<file path="config.mk">
export PLATFORM = sky130hd
export DESIGN_NAME = pfs_top
export DESIGN_NICKNAME = d
export VERILOG_FILES = /design/src/rtl/pfs_pkg.sv /design/src/rtl/pfs_top.sv
export VERILOG_INCLUDE_DIRS = /design/src /design/src/rtl
export SDC_FILE = /design/constraint.sdc
export NUM_CORES = 1
export LEC_CHECK = 0
export BUFFER_PORTS_ARGS = -buffer_cell sky130_fd_sc_hd__buf_2
export CORE_UTILIZATION = 51
export CTS_CLUSTER_DIAMETER = 150
export DETAILED_ROUTE_END_ITERATION = 10
export PLACE_DENSITY_LB_ADDON = 0.12
export SYNTH_ARGS = -nofsm -noshare
export SYNTH_HDL_FRONTEND = slang
export SYNTH_SLANG_ARGS = --single-unit
</file>
<file path="constraint.sdc">
create_clock -name SYS_CLK -period 6.25 [get_ports SYS_CLK]
set_input_delay 1.25 -clock SYS_CLK [delete_from_list [all_inputs] [get_ports SYS_CLK]]
set_output_delay 1.25 -clock SYS_CLK [all_outputs]
set_load 0.01 [all_outputs]
</file>
<file path="src/rtl/pfs_cfg.svh">
`ifndef PFS_CFG_SVH
`define PFS_CFG_SVH
// register byte offsets on the bus
`define PFS_OFS_PORT_D 12'h000
`define PFS_OFS_PORT_E 12'h004
// power-on values
`define PFS_RST_PORT_D 16'hAAAA
`define PFS_RST_PORT_E_EMU_HI 16'hAAAA
`define PFS_RST_PORT_E_EMU_LO 16'h2AA8
// field codes
`define PFS_CODE_ALT 2'h0
`define PFS_CODE_OUT 2'h1
`define PFS_CODE_IN_PU 2'h2
`define PFS_CODE_IN_NOPU 2'h3
`define PFS_PINS 8
`define PFS_ADDR_W 12
`endif

</file>
<file path="src/rtl/pfs_pkg.sv">
`default_nettype none
package pfs_pkg;
  // decoded function of one pin
  typedef struct packed {
    logic alt_sel;
    logic out_en;
    logic in_en;
    logic pullup_en;
    logic reserved;
  } pfs_pin_t;
  typedef enum logic [1:0] {
    PFS_IDLE = 2'b00,
    PFS_ACCESS = 2'b01
  } pfs_state_t;
endpackage
`default_nettype wire

</file>
<file path="src/rtl/pfs_top.sv">
// Notes on behaviour
// port D register, 16 bits, powers up AAAA
// only power-on reset reinitialises both registers
// pin n owns bits 2n+1 and 2n
// port D pins 0-3: alt, out, pull-up input, input
// port D pins 5,7: alt, out, input no pull-up
// port D pins 4,6: alt, reserved, inputs, no output
// software never writes reserved codes
// port E power-up value follows emulator pin
// port E pins 0,7: full four-way decode
// no alt on E0/E7 with emulator pin high; the decode still gives alt on E0/E7 whatever the emulator pin
// port E pins 1,3-6: reserved, out, input
// port E pin 2: alt, out, input no pull-up
// new field takes effect cycle after write
//
// Local design decisions: the address map and register access over APB.
`include "pfs_cfg.svh"
`default_nettype none
module pfs_top (
  input wire logic SYS_CLK,
  input wire logic RST,
  input wire logic POR,
  input wire logic EMU_MODE_PIN,
  input wire logic PSEL,
  input wire logic PENABLE,
  input wire logic PWRITE,
  input wire logic [`PFS_ADDR_W-1:0] PADDR,
  input wire logic [31:0] PWDATA,
  input wire logic [3:0] PSTRB,
  output logic [31:0] PRDATA,
  output logic PREADY,
  output logic PSLVERR,
  output logic [7:0] PD_ALT_SEL,
  output logic [7:0] PD_OUT_EN,
  output logic [7:0] PD_PULLUP_EN,
  output logic [7:0] PD_RESERVED,
  output logic [7:0] PE_ALT_SEL,
  output logic [7:0] PE_OUT_EN,
  output logic [7:0] PE_PULLUP_EN,
  output logic [7:0] PE_RESERVED
);
  // pin classes, one bit per pin
  localparam logic [7:0] D_NO_OUT = 8'h50;
  localparam logic [7:0] D_NO_PU = 8'hA0;
  localparam logic [7:0] E_NO_ALT = 8'h7A;
  localparam logic [7:0] E_NO_PU = 8'h7E;

  // decode of one field; pull-up only where the class allows it
  function automatic pfs_pkg::pfs_pin_t pfs_decode(input logic [1:0] code,
                                                  input logic no_out,
                                                  input logic no_alt,
                                                  input logic no_pu);
    pfs_pkg::pfs_pin_t p;
    p = '0;
    case (code)
      `PFS_CODE_ALT: begin
        p.alt_sel = !no_alt;
        p.reserved = no_alt;
      end
      `PFS_CODE_OUT: begin
        p.out_en = !no_out;
        p.reserved = no_out;
      end
      `PFS_CODE_IN_PU: begin
        p.in_en = 1'b1;
        p.pullup_en = !no_pu;
      end
      default: p.in_en = 1'b1;
    endcase
    return p;
  endfunction

  // ==========================================================
  // emulator pin synchroniser and power-on capture
  logic emu_s1_reg, emu_s2_reg;
  always_ff @(posedge SYS_CLK) begin
    emu_s1_reg <= EMU_MODE_PIN;
    emu_s2_reg <= emu_s1_reg;
  end

  // ==========================================================
  // APB slave, one wait-free access phase
  logic [15:0] port_d_function_select_reg;
  logic [15:0] port_e_function_select_reg;
  wire sel_d = PADDR == `PFS_OFS_PORT_D;
  wire sel_e = PADDR == `PFS_OFS_PORT_E;
  wire acc = PSEL && PENABLE;
  wire wr_d = acc && PWRITE && sel_d;
  wire wr_e = acc && PWRITE && sel_e;
  wire [15:0] wmask = {{8{PSTRB[1]}}, {8{PSTRB[0]}}};
  wire [15:0] d_next = (port_d_function_select_reg & ~wmask) | (PWDATA[15:0] & wmask);
  wire [15:0] e_next = (port_e_function_select_reg & ~wmask) | (PWDATA[15:0] & wmask);
  wire [15:0] rd_sel = sel_d ? port_d_function_select_reg :
                       sel_e ? port_e_function_select_reg : 16'h0000;
  wire [15:0] e_por = emu_s2_reg ? `PFS_RST_PORT_E_EMU_HI : `PFS_RST_PORT_E_EMU_LO;

  // RST (manual/standby) leaves the selects alone; POR reloads them
  always_ff @(posedge SYS_CLK) begin
    if (POR) begin
      port_d_function_select_reg <= `PFS_RST_PORT_D;
      port_e_function_select_reg <= e_por;
    end else begin
      if (wr_d) port_d_function_select_reg <= d_next;
      if (wr_e) port_e_function_select_reg <= e_next;
    end
  end

  always_ff @(posedge SYS_CLK) begin
    if (RST || POR) begin
      PREADY <= 1'b0;
      PSLVERR <= 1'b0;
      PRDATA <= 32'h00000000;
    end else begin
      PREADY <= PSEL && !PENABLE;
      PSLVERR <= PSEL && !PENABLE && !(sel_d || sel_e);
      PRDATA <= (PSEL && !PENABLE && !PWRITE) ? {16'h0000, rd_sel} : 32'h00000000;
    end
  end

  // ==========================================================
  // per-pin decode, registered onto the outputs
  pfs_pkg::pfs_pin_t d_pin [`PFS_PINS];
  pfs_pkg::pfs_pin_t e_pin [`PFS_PINS];
  genvar n;
  generate
    for (n = 0; n < `PFS_PINS; n++) begin : g_pin

      assign d_pin[n] = pfs_decode(port_d_function_select_reg[2*n+1 -: 2],
                                   D_NO_OUT[n], 1'b0, D_NO_PU[n]);

      assign e_pin[n] = pfs_decode(port_e_function_select_reg[2*n+1 -: 2],
                                   1'b0, E_NO_ALT[n], E_NO_PU[n]);
      always_ff @(posedge SYS_CLK) begin
        PD_ALT_SEL[n] <= d_pin[n].alt_sel;
        PD_OUT_EN[n] <= d_pin[n].out_en;
        PD_PULLUP_EN[n] <= d_pin[n].pullup_en;
        PD_RESERVED[n] <= d_pin[n].reserved;
        PE_ALT_SEL[n] <= e_pin[n].alt_sel;
        PE_OUT_EN[n] <= e_pin[n].out_en;
        PE_PULLUP_EN[n] <= e_pin[n].pullup_en;
        PE_RESERVED[n] <= e_pin[n].reserved;
      end
    end
  endgenerate
endmodule
`default_nettype wire

</file>
Word-level counts from Yosys, hierarchy flattened
Cells that the tools add are included.
{"block": "word_totals", "register_bits": 108, "inputBits": 55, "word_cells": 156}
{"block": "op_classes", "n_eq_ne": 25, "n_mux": 45, "bitwise": 7, "n_reduce_logical": 31}
{"op": "$mux 16", "n": 5}
{"op": "$and 16x16->16", "n": 3}
{"op": "$mux 1", "n": 40}
{"op": "$eq 2x1->1 const B", "n": 16}
{"op": "$logic_not 2->1", "n": 16}
{"op": "$or 16x16->16", "n": 2}
{"op": "$eq 2x2->1 const B", "n": 8}
{"op": "$not 16->16", "n": 1}
{"op": "$eq 12x3->1 const B", "n": 1}
{"op": "$logic_not 12->1", "n": 1}
{"op": "$logic_and 1x1->1", "n": 7}
{"op": "$logic_not 1->1", "n": 3}
{"op": "$logic_or 1x1->1", "n": 2}
{"op": "$reduce_bool 2->1", "n": 1}
{"op": "$reduce_or 2->1", "n": 1}
{"op": "$not 1->1", "n": 1}

Depth between registers and ports, before layout
Gate-level depths: netlist of the first run.
{"block": "logic_depth", "ltp_word": 5, "ltp_mapped": 6}

Worst setup path after synthesis of the first run
Ideal clock, no wire load.
{"block": "synth_path", "path_type": "input-to-reg", "from": "input PADDR[5]", "to": "register port_e_function_select_reg[0] (enable)", "setup_ns": 0.328, "t_arrival_ns": 2.552, "setup_slack_ns": 3.370, "cell_stages": 4, "n_path_buf": 1, "path_cell_list": "or4_4 > buf_6 > nor4_1 > or2_2"}
{"block": "synth_between", "elab_chain_cells": 3}
{"element": "start: declaration", "line": "pfs_top.sv:27", "rtl": "input wire logic [`PFS_ADDR_W-1:0] PADDR,"}
{"element": "$eq 12x3->1 (no source line)"}
{"element": "$logic_and 1x1->1", "line": "pfs_top.sv:89", "rtl": "wire wr_e = acc && PWRITE && sel_e;"}
{"element": "$reduce_bool 2->1 (no source line)"}
{"element": "end signal: assignment", "line": "pfs_top.sv:101", "rtl": "port_e_function_select_reg <= e_por;"}
{"element": "end signal: assignment", "line": "pfs_top.sv:104", "rtl": "if (wr_e) port_e_function_select_reg <= e_next;"}
{"element": "end: declaration", "line": "pfs_top.sv:84", "rtl": "logic [15:0] port_e_function_select_reg;"}
No other way between the ends.
A chain may end at the register's enable or synchronous reset.

Worst setup path in the final report of the first run
{"block": "layout_path", "from": "input POR", "to": "register PRDATA[2]"}
{"block": "layout_between", "elab_chain_cells": 2}
{"element": "start: declaration", "line": "pfs_top.sv:22", "rtl": "input wire logic POR,"}
{"element": "$logic_or 1x1->1", "line": "pfs_top.sv:109", "rtl": "if (RST || POR) begin"}
{"element": "$reduce_or 2->1 (no source line)"}
{"element": "end signal: assignment", "line": "pfs_top.sv:116", "rtl": "PRDATA <= (PSEL && !PENABLE && !PWRITE) ? {16'h0000, rd_sel} : 32'h00000000;"}
{"element": "end: declaration", "line": "pfs_top.sv:30", "rtl": "output logic [31:0] PRDATA,"}
No other way between the ends.

==> results.py, run 1 <==
metrics = {
    "cells_and_area": {
        "diodes": 0,
        "layout.nets": 462,
        "area_growth_pct": 17.7,
        "postLayoutCoreUtil_pct": 62.0,
        "drive_above_1_share_pct": 30.6,
    },
    "synth": {
        "yosysSeqAreaShare_pct": 55.9,
        "yosys.area_share.simple_pct": 20.2,
        "synth_mux_area_share_pct": 11.2,
        "synth_cells": 318,
        "ys_ff_latch": 92,
        "synth_compound_area_share_pct": 2.17,
        "synth_warnings": 0,
        "netlist_area_um2": 3580,
        "postSynthAreaPerCell_um2": 11.3,
        "yosys.area_share.adder_pct": 0,
        "synth_xor_area_share_pct": 0,
        "synth_top_family_by_area": "simple AND/OR/NAND/NOR gates",
        "ys_types": 29,
    },
    "placed_design": {
        "place_congestion": 0.696,
        "hpwlAfterDp_um": 4390,
        "portBuffers": 94,
    },
    "drt": {
        "drt-total-wl_um": 6480,
        "first_pass_iters": 6,
        "drt_iter0_markers": 81,
        "wl_per_cell_um": 12.8,
        "route.detailed.drc": 0,
        "vias_per_cell": 4.65,
        "antenna_left": 0,
        "num_vias": 2362,
    },
    "sta": {
        "fmax_ghz": 0.345,
        "tns_ns": 0,
        "drv_slew": 0,
        "finClkSkew_ns": 0.00774,
        "fin_crit_ns": 2.90,
        "rsz0062_at_grt": "false",
        "relSlewSlack_pct": 34.8,
        "hold_viol": 0,
        "finalCritPeriodShare_pct": 46.3,
        "tightestPinTransition_ns": 0.979,
        "setup_viol": 0,
    },
    "global_routing": {
        "grt_pass1_vias": 2013,
        "gr-max-usage-layer": "met2",
        "antenna_found_initial": 0,
        "use_met1_pct": 23.4,
        "grt_pass1_wl_um": 10000,
        "grt_max_degree": 54,
        "overflow": 0,
        "grt_util_met3_pct": 4.33,
        "use_met2_pct": 28.8,
        "grt_use_total_pct": 18.3,
    },
    "floorplanning": {
        "io_pins": 153,
        "die-area_um2": 7360,
        "die_h_um": 85.8,
        "core_um2": 6790,
        "die_w_um": 85.8,
        "start_util_pct": 52.7,
        "rows": 30,
    },
    "setup_path": {
        "required_ns": 6.52,
        "crit_fanout": 53,
        "crit_start": "POR",
        "end_kind": "flop",
        "cp_slowest_cell": "nand2b_1",
        "slowest_delay_ns": 0.62,
        "rr_startpoint": "port_e_function_select_reg[3]",
        "startpoint_type": "input pin",
        "path_class": "input pin to flop",
        "path_cells": "buf_2 -> nor4b_1 -> nand2b_1 -> nor3_1",
        "cp_data_arrival_time_ns": 3.16,
    },
    "cts": {
        "clock-sinks": 92,
        "clockBufferDepth": 2,
        "cts-htree-levels": 3,
        "insertion_delay_ns": 0.35,
        "post-cts-setup-buffers": 0,
        "clk_pin_slew_ns": 0.09,
        "cts-root-buf": "clkbuf_8",
        "numCtsBuffers": 9,
        "hold_buffers": 0,
        "cts_resized": 0,
        "cts_tree": "done",
    },
    "power": {
        "cellPowerDensity_nw_per_um2": 289,
        "vdd_drop_max_uv": 140,
        "cellLeakagePower_nw": 1.89,
    },
    "job": {
        "maxCapViolCount": 0,
    },
    "min_path": {
        "hold_start": "emu_s1_reg",
        "hp-class": "flop to flop",
    },
    "status": {
        "outcome": "finished, final reports clean",
    },
}
## worst max-delay path: cells and delay by family
kind                   cells  cell delay [ns]
buffers and inverters      1             0.36
AND/OR/NAND/NOR            3             1.55
## Yosys cell counts (all sizes together)
library cell | number | share of area, %
edfxtp | 16 | 13
a21o | 2 | 0.42
or4b | 2 | 0.56
nand4 | 1 | 0.17
nand2 | 3 | 0.31
nor2 | 40 | 4.2
or3 | 2 | 0.35
nand4b | 1 | 0.24
buf | 47 | 9.6
and2 | 1 | 0.17
or4 | 2 | 0.52
nor3 | 16 | 3.6
mux2i | 40 | 11
conb | 1 | 0.10
or2 | 1 | 0.17
nor4b | 1 | 0.24
nor4 | 3 | 1.4
dfxtp | 76 | 43
nor2b | 30 | 5.2
a211o | 6 | 1.5
o21ai | 2 | 0.28
nand2b | 17 | 3.0
clkbuf | 8 | 0.84
## area by class of cell
class | instances | area (um2)
repair buffers | 94 | 470
clock inverters | 7 | 145
flip-flops and latches | 92 | 2000
fillers | 578 | 2580
clock buffers | 9 | 124
well taps | 96 | 120
multi-input cells | 210 | 1350
## cells by family (layout without fill, tap and decap cells)
kind of cell	Yosys count	count (layout)
buf+inv	55	110
simple gates	120	120
compound gates	10	10
flops	92	92
mux	40	40
other cells	1	40
## layout by cell type (no fill, tap or decap)
| cell | synthesis | layout |
|---|---|---|
| nand4_1 | 1 | 1 |
| or4b_2 | 2 | 2 |
| or4_4 | 1 | 1 |
| conb_1 | 1 | 40 |
| o21ai_0 | 2 | 2 |
| clkinvlp_4 | 0 | 1 |
| or4_1 | 1 | 1 |
| edfxtp_1 | 16 | 16 |
| nor4_4 | 2 | 2 |
| and2_1 | 1 | 1 |
| nor3_2 | 10 | 10 |
| nand4b_1 | 1 | 1 |
| nor3_1 | 6 | 6 |
| dfxtp_1 | 76 | 76 |
| nor2_1 | 40 | 40 |
| a21o_1 | 2 | 2 |
| nand2b_1 | 17 | 17 |
| nor2b_1 | 30 | 30 |
| clkbuf_8 | 0 | 9 |
| nor4_1 | 1 | 1 |
| inv_6 | 0 | 2 |
| or2_2 | 1 | 1 |
| a211o_1 | 6 | 6 |
| nor4b_1 | 1 | 1 |
| nand2_1 | 3 | 3 |
| or3_1 | 2 | 2 |
| mux2i_1 | 40 | 40 |
| bufinv_16 | 0 | 4 |
| buf_2 | 1 | 94 |
## where the power goes
| part | total (mW) | internal (mW) | switching, mW | leakage (nW) |
|---|---|---|---|---|
| logic | 0.0749 | 0.0299 | 0.0450 | 0.986 |
| clock network | 0.517 | 0.309 | 0.209 | 0.130 |
| registers | 0.626 | 0.618 | 0.00871 | 0.773 |
## routing by layer
metal,share of wire [%],up-vias
li1,-,1157
met2,47,103
met3,6.2,12
met5,0,-
met1,45,1090
met4,2.4,0
## path summary, 6_finish.rpt
path	end	slack, ns	cells after the start
max reg2reg	port_e_function_select_reg[3]	5.17	2
min	emu_s2_reg	0.36	0
max	PRDATA[2]	3.35	4
min reg2reg	emu_s2_reg	0.36	0
## metrics by stage
| stage | instances | power [mW] | setup slack [ns] | hold slack [ns] | area, um2 |
|---|---|---|---|---|---|
| finish | 508 | 1.22 | 3.35 | 0.358 | 4210 |
| global route | 508 | 1.26 | 3.01 | 0.366 | 4210 |
| CTS | 508 | 1.23 | 3.34 | 0.358 | 4210 |
| detailed placement | 492 | 0.715 | 2.96 | 0.332 | 3940 |
| global placement | 492 | 0.713 | 2.97 | 0.328 | 3940 |
| floorplan | 357 | 0.705 | 3.37 | 0.310 | 3720 |
(Power assumes the default switching activity.)
==> run 2: changes to the inputs <==
- CORE_UTILIZATION: 51 -> 47
- clock period: 6.25 -> 3 ns (I/O delays scaled with it)
==> results.py, run 2 (synthesis gave the netlist of run 1 again) <==
metrics = {
    "status": {
        "outcome": "finished, final reports clean",
    },
    "drt": {
        "drt_iter0_markers": 62,
        "first_pass_iters": 4,
        "vias_per_cell": 4.60,
        "route.detailed.drc": 0,
        "num_vias": 2372,
        "drt-total-wl_um": 6580,
        "wl_per_cell_um": 12.8,
        "antenna_left": 0,
    },
    "cells_and_area": {
        "nFillCells": 684,
        "design_area_um2": 4190,
        "multi_input_area_um2": 1350,
        "layout.nets": 467,
        "drive_above_1_share_pct": 31.2,
        "area_growth_pct": 17.0,
        "diodes": 0,
        "regArea_um2": 2000,
        "final_common_cell": "buf_2",
        "final_cell_mix": "buf_2 (94), dfxtp_1 (76), nor2_1 (40), mux2i_1 (40), conb_1 (40)",
    },
    "floorplanning": {
        "core_um2": 7290,
        "die_h_um": 89.3,
        "start_util_pct": 49.1,
        "die_w_um": 89.3,
        "die-area_um2": 7970,
        "io_pins": 153,
        "rows": 31,
    },
    "global_routing": {
        "grt_pass1_wl_um": 9750,
        "grt_max_degree": 53,
        "overflow": 0,
        "antenna_found_initial": 0,
        "grt_use_total_pct": 16.9,
        "grt_pass1_vias": 1942,
    },
    "setup_path": {
        "required_ns": 3.01,
        "crit_fanout": 14,
        "startpoint_type": "input pin",
        "cp_data_arrival_time_ns": 2.18,
        "path_class": "input pin to flop",
        "cp_slowest_cell": "or4_1",
        "path_cells": "buf_2 -> or4_1 -> nor4_1 -> buf_4 -> or2_2",
        "end_kind": "flop",
        "slowest_delay_ns": 0.65,
    },
    "cts": {
        "cts-htree-levels": 3,
        "numCtsBuffers": 9,
        "clockBufferDepth": 2,
        "clk_pin_slew_ns": 0.09,
        "insertion_delay_ns": 0.35,
        "cts-root-buf": "clkbuf_8",
        "hold_buffers": 0,
        "cts_tree": "done",
        "post-cts-setup-buffers": 0,
        "cts_resized": 0,
        "clock-sinks": 92,
    },
    "power": {
        "cellLeakagePower_nw": 1.89,
        "vdd_drop_max_uv": 265,
        "cellPowerDensity_nw_per_um2": 550,
        "total_power_mw": 2.30,
    },
    "sta": {
        "fin_crit_ns": 2.17,
        "tns_ns": 0,
        "rsz0062_at_grt": "false",
        "finalWorstSetupSlack_ns": 0.830,
        "tightestPinTransition_ns": 1.00,
        "setup_viol": 0,
        "finClkSkew_ns": 0.00781,
        "finalCritPeriodShare_pct": 72.3,
        "fmax_ghz": 0.461,
        "hold_viol": 0,
        "fin_hold_ws_ns": 0.348,
        "relSlewSlack_pct": 33.1,
        "drv_slew": 0,
    },
    "placed_design": {
        "place_congestion": 0.710,
        "hpwlAfterDp_um": 4500,
        "dp_slack_ns": 0.444,
        "postPlaceCellArea_um2": 3980,
        "portBuffers": 94,
    },
    "min_path": {
        "hp-class": "flop to flop",
    },
    "job": {
        "maxCapViolCount": 0,
    },
}
==> run 2: changes by cell type in the layout (fill, tap and decap cells not counted), sizes merged <==
cell	delta
bufinv	-3
buf	+5
clkinv	+1
clkbuf	+2
==> run 2: layout make-up <==
type | instances | share of cell area (%)
Timing Repair Buffer | 99 | 12.1
Tap cell | 99 | 2.96
Clock buffer | 11 | 3.38
Multi-Input combinational cell | 210 | 32.3
Clock inverter | 5 | 1.43
Sequential cell | 92 | 47.8
==> run 2: final timing paths <==
kind                                        from                              to  slack (ns)  cells past startpoint
setup / recovery                        PADDR[9]  port_e_function_select_reg[11]        0.83                      5
hold / removal                        emu_s1_reg                      emu_s2_reg        0.35                      0
setup reg to reg  port_e_function_select_reg[11]  port_e_function_select_reg[11]        1.92                      2
hold reg to reg                       emu_s1_reg                      emu_s2_reg        0.35                      0
==> run 2: worst max-delay path, delay by kind of cell <==
| family | cells | cell delay [ns] |
|---|---|---|
| AND/OR/NAND/NOR | 3 | 1.30 |
| buffers and inverters | 2 | 0.28 |
==> run 2: routing by layer <==
metal	up-vias	track usage [%]	wire, um
met1	1103	21.6	3050
li1	1166	-	-
met5	-	0	0
met2	96	27.1	3060
met4	0	7.79	108
met3	7	4.06	363
==> run 2: report_power, final <==
part	total, mW	switching (mW)	leakage [nW]	internal (mW)
sequential	1.30	0.0174	0.773	1.29
clock	0.841	0.427	0.102	0.413
combinational	0.158	0.0944	1.01	0.0637
total	2.30	0.539	1.89	1.76
==> run 2: stage by stage <==
stage / util, % / cells
3_5_place_dp: 54.6 / 500
6_report: 57.4 / 516
4_1_cts: 57.4 / 516
5_1_grt: 57.4 / 516
3_3_place_gp: 54.6 / 500
2_1_floorplan: - / 357
==> run 3: changes to the inputs <==
- ABC_AREA: default -> 1
- CORE_UTILIZATION: 47 -> 43
- clock period: 3 -> 1.85 ns (I/O delays scaled with it)
==> results.py, run 3 <==
metrics = {
    "cts": {
        "clock-sinks": 92,
        "cts_resized": 0,
        "clockBufferDepth": 2,
        "cts_tree": "done",
        "clk_pin_slew_ns": 0.10,
        "cts-htree-levels": 3,
        "cts-root-buf": "clkbuf_8",
        "numCtsBuffers": 9,
        "post-cts-setup-buffers": 0,
        "insertion_delay_ns": 0.36,
        "hold_buffers": 0,
    },
    "sta": {
        "fin_hold_ws_ns": 0.105,
        "finClkSkew_ns": 0.00969,
        "drv_slew": 0,
        "setup_viol": 0,
        "hold_viol": 0,
        "fin_crit_ns": 1.30,
        "finalWorstSetupSlack_ns": 0.551,
        "rsz0062_at_grt": "false",
        "tns_ns": 0,
        "fmax_ghz": 0.770,
        "finalCritPeriodShare_pct": 70.2,
    },
    "power": {
        "combPwrFrac_pct": 6.7,
        "net-switching-power_mw": 0.913,
        "internal_power_mw": 2.89,
        "cellLeakagePower_nw": 2.12,
        "vdd_drop_max_uv": 355,
        "clkPwrFrac_pct": 37.7,
        "seqPwrFrac_pct": 55.6,
        "cellPowerDensity_nw_per_um2": 894,
        "power_switching_share_pct": 24.0,
        "total_power_mw": 3.80,
    },
    "setup_path": {
        "startpoint_type": "input pin",
        "cp_data_arrival_time_ns": 1.58,
        "end_kind": "flop",
        "required_ns": 2.13,
        "path_class": "input pin to flop",
        "crit_fanout": 28,
    },
    "cells_and_area": {
        "final_common_cell": "buf_2",
        "nFillCells": 772,
        "area_growth_pct": 18.7,
        "diodes": 0,
        "final_cells": 618,
        "layout.nets": 566,
        "regArea_um2": 2000,
        "drive_above_1_share_pct": 26.9,
        "postLayoutCoreUtil_pct": 53.9,
        "final_cell_mix": "buf_2 (94), nand2_1 (83), dfxtp_1 (76)",
        "design_area_um2": 4260,
        "multi_input_area_um2": 1170,
    },
    "global_routing": {
        "grt_pass1_vias": 2553,
        "grt_max_degree": 29,
        "overflow": 0,
        "antenna_found_initial": 0,
        "grt_use_total_pct": 18.3,
        "grt_pass1_wl_um": 12000,
    },
    "synth": {
        "synth_warnings": 0,
        "synth_common_cells": "nand2_1 (83), dfxtp_1 (76), nor2_1 (63)",
        "synth.most_common_cell": "nand2_1",
        "synth_top_area_share_pct": 42.4,
        "yosysSeqAreaShare_pct": 55.8,
        "synthArstFlopShare_pct": 0,
        "ys_ff_latch": 92,
        "yosysTopAreaCell": "dfxtp_1",
        "postSynthAreaPerCell_um2": 8.77,
        "synth_cells": 409,
        "synth-edff-count": 16,
        "netlist_area_um2": 3590,
        "synth_flop_cell": "dfxtp_1",
        "synth_area_leaders": "dfxtp_1 (42%), edfxtp_1 (13%), buf_4 (9.4%)",
        "ys_types": 22,
    },
    "placed_design": {
        "place_congestion": 0.789,
        "postPlaceCellArea_um2": 4040,
        "portBuffers": 94,
        "hpwlAfterDp_um": 5190,
        "placed_cells": 602,
        "dp_slack_ns": 0.187,
    },
    "floorplanning": {
        "core_um2": 7890,
        "die_h_um": 93.3,
        "die-area_um2": 8710,
        "die_w_um": 93.3,
        "io_pins": 153,
        "rows": 32,
        "start_util_pct": 45.5,
    },
    "drt": {
        "num_vias": 2719,
        "vias_per_cell": 4.40,
        "drt_iter0_markers": 90,
        "antenna_left": 0,
        "drt-total-wl_um": 7510,
        "first_pass_iters": 4,
        "route.detailed.drc": 0,
        "wl_per_cell_um": 12.1,
    },
    "status": {
        "outcome": "finished, final reports clean",
    },
    "min_path": {
        "hp-class": "input pin to flop",
    },
    "job": {
        "maxCapViolCount": 0,
    },
}
-- run 3: cell count changes after synthesis, moves of 7 or more --
cell,change
nand2_1,+80
inv_1,+45
mux2i_1,-40
nor2b_1,-30
nand3_1,+23
nor2_1,+23
nand2b_1,-17
a21oi_1,+11
nor3_2,-10
a21oi_2,+9
a211oi_1,+8
nand4_1,+7
-- run 3: cell type report --
class | instances | share of cell area, %
Multi-Input combinational cell | 257 | 27.4
Clock inverter | 6 | 1.62
Sequential cell | 92 | 47.0
Clock buffer | 10 | 3.50
Timing Repair Buffer | 106 | 13.5
Tap cell | 102 | 3.00
Inverter | 45 | 3.97
-- run 3: worst paths after layout --
check / from / endpoint / slack (ns) / depth (start not counted)
min: EMU_MODE_PIN / emu_s1_reg / 0.11 / 1
min reg2reg: emu_s1_reg / emu_s2_reg / 0.34 / 0
max reg2reg: port_e_function_select_reg[14] / port_e_function_select_reg[14] / 0.97 / 2
max: PADDR[9] / PRDATA[3] / 0.55 / 9
-- run 3: power by group through the flow --
stage | registers [mW] | logic [mW] | clock network (mW)
after floorplan | 2.17 | 0.201 | 0
after global placement | 2.16 | 0.252 | 0
after detailed placement | 2.16 | 0.255 | 0
after CTS | 2.11 | 0.256 | 1.46
after global routing | 2.12 | 0.286 | 1.55
final | 2.11 | 0.256 | 1.43
-- run 3: cells by family (layout without fill, tap and decap cells) --
group / count (synthesis) / after routing / synth area share [%]
simple gates: 187 / 187 / 22.6
buf+inv: 99 / 167 / 15.8
flops: 92 / 92 / 55.8
compound gates: 30 / 30 / 5.69
other cells: 1 / 40 / 0.105
-- run 3: critical path, cell delays in order --
cell and delay [ns]:
buf_2 0.10, nor2_1 0.10, nand2_1 0.07, nor2_2 0.17, buf_12 0.20, and2_1 0.17
buf_4 0.19, nand2_1 0.07, a21oi_1 0.14
-- run 3: metal layers --
| layer | global-route usage (%) | share of wire, % | vias to the layer above |
|---|---|---|---|
| met2 | 30.9 | 48 | 108 |
| met4 | 8.33 | 1.8 | 0 |
| met3 | 2.85 | 5.7 | 9 |
| met5 | 0 | 0 | - |
| li1 | - | - | 1402 |
| met1 | 22.9 | 45 | 1200 |
